<file path="config.mk">
export PLATFORM = sky130hd
export DESIGN_NAME = counter_window_and_dio_regs
export DESIGN_NICKNAME = d
export VERILOG_FILES = /design/src/rtl/cwdio_pkg.sv /design/src/rtl/cw_sync.sv /design/src/rtl/cw_regmem.sv /design/src/rtl/counter_window_and_dio_regs.sv
export VERILOG_INCLUDE_DIRS = /design/src /design/src/rtl
export SDC_FILE = /design/constraint.sdc
export NUM_CORES = 1
export LEC_CHECK = 0
export BUFFER_PORTS_ARGS = -buffer_cell sky130_fd_sc_hd__buf_2
export CORE_UTILIZATION = 60
export DETAILED_ROUTE_END_ITERATION = 6
export PLACE_DENSITY_LB_ADDON = 0.2
export RECOVER_POWER = 50
export SYNTH_ARGS = -nofsm -noshare
export SYNTH_HDL_FRONTEND = slang
export SYNTH_HIERARCHICAL = 1
export SYNTH_SLANG_ARGS = --single-unit
</file>
<file path="constraint.sdc">
create_clock -name ref_clk -period 9.96 [get_ports ref_clk]
set_clock_uncertainty 0.05 [all_clocks]
set_input_delay 1.494 -clock ref_clk [delete_from_list [all_inputs] [get_ports ref_clk]]
set_output_delay 1.494 -clock ref_clk [all_outputs]
set_load 0.1 [all_outputs]
</file>
<file path="src/rtl/cwdio_defs.svh">
`ifndef CWDIO_DEFS_SVH
`define CWDIO_DEFS_SVH

// Register indices; byte address on the bus is four times the index
`define CW_DATA_IDX 8'h18
`define CW_CMD_IDX 8'h1A
`define CW_DIO_IDX 8'h1C
`define CW_DRV_IDX 8'h20

// Number of counter-chip registers behind the data window
`define CW_NREGS 18

// Command code fields
`define CW_CODE_HI_MSB 7
`define CW_CODE_HI_LSB 5
`define CW_CODE_GRP_MSB 4
`define CW_CODE_GRP_LSB 3
`define CW_CODE_ELEM_MSB 2
`define CW_CODE_ELEM_LSB 0
`define CW_ELEM_SPECIAL 3'h7
`define CW_GRP_MODE 2'h0
`define CW_GRP_LOAD 2'h1
`define CW_GRP_HOLD 2'h2

// Pointer indices of the special registers
`define CW_PTR_MASTER 5'h0F
`define CW_PTR_CMP1 5'h10
`define CW_PTR_CMP2 5'h11

// Status and line field positions
`define CW_STAT_BOF_BIT 0
`define CW_STAT_OUT_LSB 1
`define CW_DIO_A_LSB 0
`define CW_DIO_B_LSB 4
`define CW_DRV_A_BIT 0
`define CW_DRV_B_BIT 1

// Reset values
`define CW_PTR_RST 5'h00
`define CW_PATTERN_RST 8'h00
`define CW_DRV_RST 2'h0
`define CW_CODE_RST 8'h00

`endif

</file>
<file path="src/rtl/cwdio_pkg.sv">
`default_nettype none
package cwdio_pkg;

  // Command handed to the counter chip
  typedef struct packed {
    logic strobe;      // One-cycle pulse per command write
    logic [7:0] code;  // Last command code written
  } cmd_out_type;

  // Drive of the eight digital lines
  typedef struct packed {
    logic [7:0] level; // Pattern levels, port B high nibble
    logic [7:0] oe;    // High while the board drives the line
  } dio_drive_type;

  // Read phase of the bus slave
  typedef enum logic [1:0] {
    RD_IDLE = 2'b00,
    RD_FETCH = 2'b01,
    RD_DONE = 2'b10
  } rd_state_type;

endpackage : cwdio_pkg
`default_nettype wire

</file>
<file path="src/rtl/cw_sync.sv">
`default_nettype none
module cw_sync #(
  parameter int WIDTH = 1
) (
  // Clock and control
  input wire logic ref_clk,
  input wire logic rst_b,
  input wire logic ce,
  // Asynchronous levels in, synchronised levels out
  input wire logic [WIDTH-1:0] async_in,
  output logic [WIDTH-1:0] sync_out
);

  // First stage, read only by the second
  logic [WIDTH-1:0] meta_r;

  // Two-stage synchroniser, cleared by reset
  always_ff @(posedge ref_clk) begin
    if (!rst_b) begin
      meta_r <= '0;
      sync_out <= '0;
    end else if (ce) begin
      meta_r <= async_in;
      sync_out <= meta_r;
    end
  end

endmodule : cw_sync
`default_nettype wire

</file>
<file path="src/rtl/cw_regmem.sv">
`default_nettype none
module cw_regmem #(
  parameter int WIDTH = 16,
  parameter int DEPTH = 18,
  parameter int AW = 5
) (
  // Clock and enable
  input wire logic ref_clk,
  input wire logic ce,
  // Write side
  input wire logic we,
  input wire logic [AW-1:0] addr,
  input wire logic [WIDTH-1:0] wdata,
  // Registered read of the same address
  output logic [WIDTH-1:0] rdata
);

  // Storage; contents are undefined until software loads them
  logic [WIDTH-1:0] mem [DEPTH];

  // Registered read returns the word held before a same-cycle write, one port
  always_ff @(posedge ref_clk) begin
    if (ce) begin
      if (we) begin
        mem[addr] <= wdata;
      end
      rdata <= mem[addr];
    end
  end

endmodule : cw_regmem
`default_nettype wire

</file>
<file path="src/rtl/counter_window_and_dio_regs.sv">
`include "cwdio_defs.svh"
`default_nettype none

// Function
// - Window reaches register picked by last valid command
// - Window at 0x18 writes/reads sixteen bits
// - Eighteen counter-chip registers behind the window
// - Command low byte goes to counter chip
// - 0x1A reads status, writes command
// - Status bits five-one show counter outputs
// - Status bit zero byte flag, rest undefined
// - 0x1C reads port B high, port A low
// - 0x1C write stores eight-bit output pattern
// - Port B driven only when its enable set
// - Port A driven only when its enable set
module counter_window_and_dio_regs
  import cwdio_pkg::*;
#(
  parameter int NREGS = `CW_NREGS
) (
  // Clock, reset, enable
  input wire logic ref_clk,
  input wire logic rst_b,
  input wire logic ce,
  // Avalon-MM slave
  input wire logic [7:0] avs_address,
  input wire logic avs_read,
  input wire logic avs_write,
  input wire logic [31:0] avs_writedata,
  input wire logic [3:0] avs_byteenable,
  output logic [31:0] avs_readdata,
  output logic avs_waitrequest,
  // Counter chip side
  input wire logic [4:0] ctr_out_pins,
  input wire logic byte_order_flag,
  output cmd_out_type ctr_cmd,
  // Digital lines
  input wire logic [7:0] dio_lines_in,
  output dio_drive_type dio_drive
);

  localparam int AW = 5;

  // Synchronised pin levels
  logic [4:0] ctr_out_s;  // Counter outputs
  logic bof_s;            // Byte order flag
  logic [7:0] dio_s;      // Digital line levels

  // Control and data state
  rd_state_type rd_state_r;  // Read phase
  rd_state_type rd_state_nxt;
  logic [AW-1:0] ptr_r;      // Selected counter register
  logic [7:0] pattern_r;     // Stored output pattern
  logic [1:0] drv_en_r;      // Port drive enables, bit1 = B
  logic [31:0] readdata_r;   // Registered read answer
  logic [7:0] code_r;        // Last command code
  logic strobe_r;            // Command pulse
  logic [15:0] mem_rdata;    // Registered counter register

  // Counter outputs and flag come from another chip
  cw_sync #(.WIDTH(6)) u_ctr_sync (
    .ref_clk(ref_clk),
    .rst_b(rst_b),
    .ce(ce),
    .async_in({ctr_out_pins, byte_order_flag}),
    .sync_out({ctr_out_s, bof_s})
  );

  // Line readback sees the pins whoever drives them
  cw_sync #(.WIDTH(8)) u_dio_sync (
    .ref_clk(ref_clk),
    .rst_b(rst_b),
    .ce(ce),
    .async_in(dio_lines_in),
    .sync_out(dio_s)
  );

  // Address decode; only lanes that carry the field take effect
  wire hit_data = avs_address == 8'({`CW_DATA_IDX, 2'b00});
  wire hit_cmd = avs_address == 8'({`CW_CMD_IDX, 2'b00});
  wire hit_dio = avs_address == 8'({`CW_DIO_IDX, 2'b00});
  wire hit_drv = avs_address == 8'({`CW_DRV_IDX, 2'b00});
  wire lanes16 = &avs_byteenable[1:0];
  wire wr_ok = ce && avs_write;
  wire wr_data = wr_ok && hit_data && lanes16;
  wire wr_cmd = wr_ok && hit_cmd && avs_byteenable[0];
  wire wr_dio = wr_ok && hit_dio && avs_byteenable[0];
  wire wr_drv = wr_ok && hit_drv && avs_byteenable[0];

  // Command code fields; upper bits of the word are not checked
  wire [7:0] cmd_code = avs_writedata[7:0];
  wire [2:0] code_hi =
    cmd_code[`CW_CODE_HI_MSB:`CW_CODE_HI_LSB];
  wire [1:0] code_grp =
    cmd_code[`CW_CODE_GRP_MSB:`CW_CODE_GRP_LSB];
  wire [2:0] code_elem =
    cmd_code[`CW_CODE_ELEM_MSB:`CW_CODE_ELEM_LSB];
  wire elem_ctr = code_elem >= 3'h1 && code_elem <= 3'h5;
  wire elem_spec = code_elem == `CW_ELEM_SPECIAL;

  // Pointer decode: mode, load, hold per counter, master, compares
  logic ptr_valid;
  logic [AW-1:0] ptr_dec;
  always_comb begin
    ptr_valid = 1'b0;
    ptr_dec = `CW_PTR_RST;
    if (code_hi == 3'h0 && elem_ctr && code_grp != 2'h3) begin
      ptr_valid = 1'b1;
      ptr_dec = AW'(code_grp * 5 + code_elem - 1);
    end else if (code_hi == 3'h0 && elem_spec) begin
      case (code_grp)
        `CW_GRP_MODE: begin
          ptr_valid = 1'b1;
          ptr_dec = `CW_PTR_CMP1;
        end
        `CW_GRP_LOAD: begin
          ptr_valid = 1'b1;
          ptr_dec = `CW_PTR_CMP2;
        end
        `CW_GRP_HOLD: begin
          ptr_valid = 1'b1;
          ptr_dec = `CW_PTR_MASTER;
        end
        default: begin
          ptr_valid = 1'b0;
        end
      endcase
    end
  end

  // Counter-chip registers, always addressed by the pointer
  cw_regmem #(.WIDTH(16), .DEPTH(NREGS), .AW(AW)) u_regs (
    .ref_clk(ref_clk),
    .ce(ce),
    .we(wr_data),
    .addr(ptr_r),
    .wdata(avs_writedata[15:0]),
    .rdata(mem_rdata)
  );

  // Read words; undefined status and readback bits read as zero
  wire [15:0] stat_word = {10'h000, ctr_out_s, bof_s};
  wire [15:0] dio_word = {8'h00, dio_s};
  wire [15:0] drv_word = {14'h0000, drv_en_r};
  wire [15:0] rd_mux =
    hit_data ? mem_rdata :
    hit_cmd ? stat_word :
    hit_dio ? dio_word :
    hit_drv ? drv_word : 16'h0000;

  // Read phases: fetch lets the memory follow the pointer
  always_comb begin
    case (rd_state_r)
      RD_IDLE: begin
        rd_state_nxt = avs_read ? RD_FETCH : RD_IDLE;
      end
      RD_FETCH: begin
        rd_state_nxt = RD_DONE;
      end
      RD_DONE: begin
        rd_state_nxt = RD_IDLE;
      end
      default: begin
        rd_state_nxt = RD_IDLE;
      end
    endcase
  end

  // Stall while frozen or while a read is being fetched
  assign avs_waitrequest = !ce || (avs_read && rd_state_r != RD_DONE);
  assign avs_readdata = readdata_r;

  // Read state and answer
  always_ff @(posedge ref_clk) begin
    if (!rst_b) begin
      rd_state_r <= RD_IDLE;
      readdata_r <= 32'h00000000;
    end else if (ce) begin
      rd_state_r <= rd_state_nxt;
      if (rd_state_r == RD_FETCH) begin
        readdata_r <= {16'h0000, rd_mux};
      end
    end
  end

  // Pointer and command to the counter chip
  always_ff @(posedge ref_clk) begin
    if (!rst_b) begin
      ptr_r <= `CW_PTR_RST;
      code_r <= `CW_CODE_RST;
      strobe_r <= 1'b0;
    end else if (ce) begin
      strobe_r <= wr_cmd;
      if (wr_cmd) begin
        code_r <= cmd_code;
      end
      if (wr_cmd && ptr_valid) begin
        ptr_r <= ptr_dec;
      end
    end
  end

  // Output pattern and drive enables; pattern upper byte dropped
  always_ff @(posedge ref_clk) begin
    if (!rst_b) begin
      pattern_r <= `CW_PATTERN_RST;
      drv_en_r <= `CW_DRV_RST;
    end else if (ce) begin
      if (wr_dio) begin
        pattern_r <= avs_writedata[7:0];
      end
      if (wr_drv) begin
        drv_en_r <= avs_writedata[1:0];
      end
    end
  end

  // Line drive; a disabled port floats so outside sources win
  wire a_en = drv_en_r[`CW_DRV_A_BIT];
  wire b_en = drv_en_r[`CW_DRV_B_BIT];
  assign dio_drive.level = pattern_r;
  assign dio_drive.oe = {{4{b_en}}, {4{a_en}}};
  assign ctr_cmd.strobe = strobe_r;
  assign ctr_cmd.code = code_r;
endmodule : counter_window_and_dio_regs
`default_nettype wire

</file>
==> metrics.md <==
| Metric | Value |
|---|---|
| N_diodes | 0 |
| Met2 wire len | 14.4 mm |
| Drt pass-1 iters | 4 |
| Routed metal-1 wire length | 13.4 mm |
| Critical path origin | ce |
| Ys flop type | edfxtp_1 |
| Setup Fix Bufs, Post-CTS | 0 |
| Die area | 26,300 um^2 |
| Grt total ovfl | 0 |
| Post-Route Setup TNS | 0 ns |
| Hold Path Class | register to register |
| Gate Count Post-Synth | 978 |
| Drt wl/cell | about 21 um |
| Die Ht | 162 um |
| Met3 wire length | around 1.9 mm |
| Power per cell area | 190 nW/um^2 |
| Vias in the first global route | 8,177 |
| Total power | roughly 3.3 mW |
| Clock tree sinks | 374 |
| Hold Path Cell Cnt | 2 |
| Root Driver | clkbuf_16 |
| I/O Buffers | 86 |
| Crit start category | input port |
| Via-to-Cell Ratio | 5.90 |
| Ys Warns | 6 |
| Starting Density | 61.1% |
| Fin cells | 1,425 |
| Synthesized flop and latch total | 374 |
| Clk Latency, worst-skew pair | between 0.5 and 0.6 ns |
| Layout cells sized above 1 | between 15 and 20% |
| Hold Startpoint | avs_readdata[1] |
| Initial antenna violation count | 0 |
| Highest Signal Layer | met4 |
| Sequential element share of the synthesized area | 68.4% |
| Core area | 25,200 um^2 |
| Setup violators final | 0 |
| Clk buf depth | 3 |
| Setup CP Type | input port to register |
| Least-Margin Pin Slew | 3.30 ns |
| Worst path setup slack after routing | around 3.9 ns |
| Outcome | finished with violations |
| Syn-to-layout area delta | 11.3% |
| Post-synth ARST share | 0% |
| Final net count | 1,141 |
| Largest area contributor in the netlist | edfxtp_1 |
| Leak | 5.66 nW |
| Synth Cell Area | 15,400 um^2 |
| Post-Syn Area per Cell | around 16 um^2 |
| Die Wd | between 150 and 200 um |
| Placed cell count | around 1,400 |
| Worst-path clk slew | 0.06 ns |
| HPWL after detailed placement | around 18 mm |
| Crit end category | register |
| CTS tree | built |
| Max-slew violations | 54 |
| Post-synth EDFFs | 304 |
| Relative slew slack | -120% |
| R2R setup slack | 6.19 ns |
| Routed Antenna Nets | 0 |
| Synth top area share | 59.3% |
| Largest cells by area after synthesis | edfxtp_1 59%, dfxtp_1 9.1%, mux2i_1 9.0% |
| Arr. time, crit path | 6.25 ns |
| Post-Route WL | 30.4 mm |
| GRT Total Usage | 23.4% |
| Min Clock Period, post-route | 6.10 ns |
| Gpl congestion | around 0.77 |
| Final hold violations | 0 |
| Synth cell types | 65 |
| Largest net degree at the start of global routing | 71 |
| CTS Buf Count | 38 |
| Num rows | 58 |
| Max Cap Viol | 1 |
| Final routed DRC violation total | 0 |
| Setup slack at placement | 5.24 ns |
| Worst path required time | a little over 10 ns |
| Reg2Reg Depth | 5 |
| Max Freq | 0.164 GHz |
| Worst-path maximum fanout | 53 |
| Hold-fix buffers, CTS | 0 |
| VDD IR max | 0.000140 V |
| I/O pin count | 121 |
| R2r startpoint | ptr_r[1] |
| Initial DRC Count | 740 |
| Period utilization | 61.2% |
| Post-CTS sizing | 0 |
| Worst r2r dst | u_regs/rdata[15] |
| Failing checks | capacitance limit, slew limit |
| CP Capture Point | u_regs/mem[16][2] |
| RSZ-0062 raised after global routing | false |
| First-pass GRT wire length | 45.8 mm |
| H-tree levels | 2 |
| Routed via count | 8,411 |
==> synth_stat cells (all sizes together) (4+ instances only) <==
| master | n |
|---|---|
| buf | 62 |
| inv | 12 |
| nor2 | 68 |
| dfxtp | 70 |
| nor3b | 5 |
| a21boi | 15 |
| nand2 | 38 |
| a22o | 4 |
| a2111oi | 20 |
| o21ai | 8 |
| nor3 | 7 |
| edfxtp | 304 |
| mux4 | 16 |
| nand2b | 5 |
| nand4 | 4 |
| a21oi | 20 |
| mux2i | 138 |
| nand3 | 15 |
| fa | 4 |
| mux2 | 18 |
| nor2b | 50 |
| o22ai | 32 |
| ha | 9 |
| clkbuf | 14 |
| a221oi | 5 |
==> registers in the layout, indices dropped and copies added, names as in the netlist, 5 cells and up <==
name                 count
avs_readdata            16
code_r                   8
pattern_r                8
ptr_r                    5
u_ctr_sync/meta_r        6
u_ctr_sync/sync_out      6
u_dio_sync/meta_r        8
u_dio_sync/sync_out      8
u_regs/mem             288
u_regs/rdata            16
==> routing by layer <==
metal	global-route usage [%]	vias to the layer above
met2	38.1	309
met1	32.5	4201
met4	7.50	0
li1	-	3838
met5	0	-
met3	3.86	63
==> layout by cell type (no fill, tap or decap), types with 5 or more instances in the layout <==
cell type | synthesis | routed
buf_4 | 25 | 22
o22ai_1 | 14 | 14
a21boi_0 | 13 | 13
nor2b_1 | 50 | 50
inv_1 | 12 | 12
a21oi_1 | 20 | 20
clkbuf_16 | 0 | 41
clkinv_2 | 0 | 8
mux2i_1 | 138 | 138
a221oi_1 | 5 | 5
nand3_1 | 15 | 15
bufinv_16 | 0 | 5
nor2_1 | 67 | 67
o21ai_0 | 8 | 8
o22ai_2 | 18 | 18
buf_2 | 21 | 45
edfxtp_1 | 304 | 304
dfxtp_1 | 70 | 67
nor3_1 | 5 | 5
a2111oi_0 | 18 | 18
mux2_1 | 15 | 15
clkbuf_1 | 10 | 48
nand2b_1 | 5 | 5
mux4_2 | 16 | 16
ha_1 | 9 | 9
nand2_1 | 38 | 38
conb_1 | 1 | 16
clkinv_1 | 0 | 9
==> area by class of cell <==
cell class	count	area, um^2
clock buffers	47	1050
clock inverters	23	233
fillers	1718	8050
inverters	12	45.0
multi-input cells	530	4300
flip-flops and latches	374	10500
well taps	330	413
repair buffers	109	548
==> worst max-delay path, stage by stage <==
cell and delay (ns):
buf_2 0.07, clkbuf_1 2.30, and3_1 0.64, and3_1 0.32, nand2_1 0.09, or3_1 0.52
nor2_1 0.41, buf_4 0.33
==> where the power goes <==
part | leakage (nW) | switching (mW) | internal (mW)
Sequential | 3.31 | 0.00433 | 1.70
Clock | 0.633 | 0.561 | 0.878
Combinational | 1.71 | 0.0839 | 0.0274
==> stage by stage <==
stage | hold WS (ns) | cell area, um^2 | util, %
floorplan | 0.406 | 15400 | -
global placement | 0.397 | 15900 | 63.1
detailed placement | 0.393 | 15900 | 63.1
CTS | 0.402 | 17200 | 68.2
global route | 0.438 | 17100 | 68.0
finish | 0.404 | 17100 | 68.0
==> how the worst min path moves through the flow <==
stage	end
after detailed placement	avs_readdata[1]
after global routing	avs_readdata[6]
after global placement	avs_readdata[1]
after floorplan	strobe_r
after CTS	avs_readdata[1]
final	avs_readdata[1]
==> kinds of logic (layout without fill, tap and decap cells) <==
group           after synthesis  after routing  share of synthesized area [%]
flops                       374            374                           68.4
simple gates                216            216                           7.71
mux                         172            172                           12.6
compound gates              110            110                           5.81
buf+inv                      89            191                           3.96
fa+ha+maj                    13             13                           1.25
xor+xnor                      3              3                          0.171
other cells                   1             16                         0.0244
(Power assumes the default switching activity.)
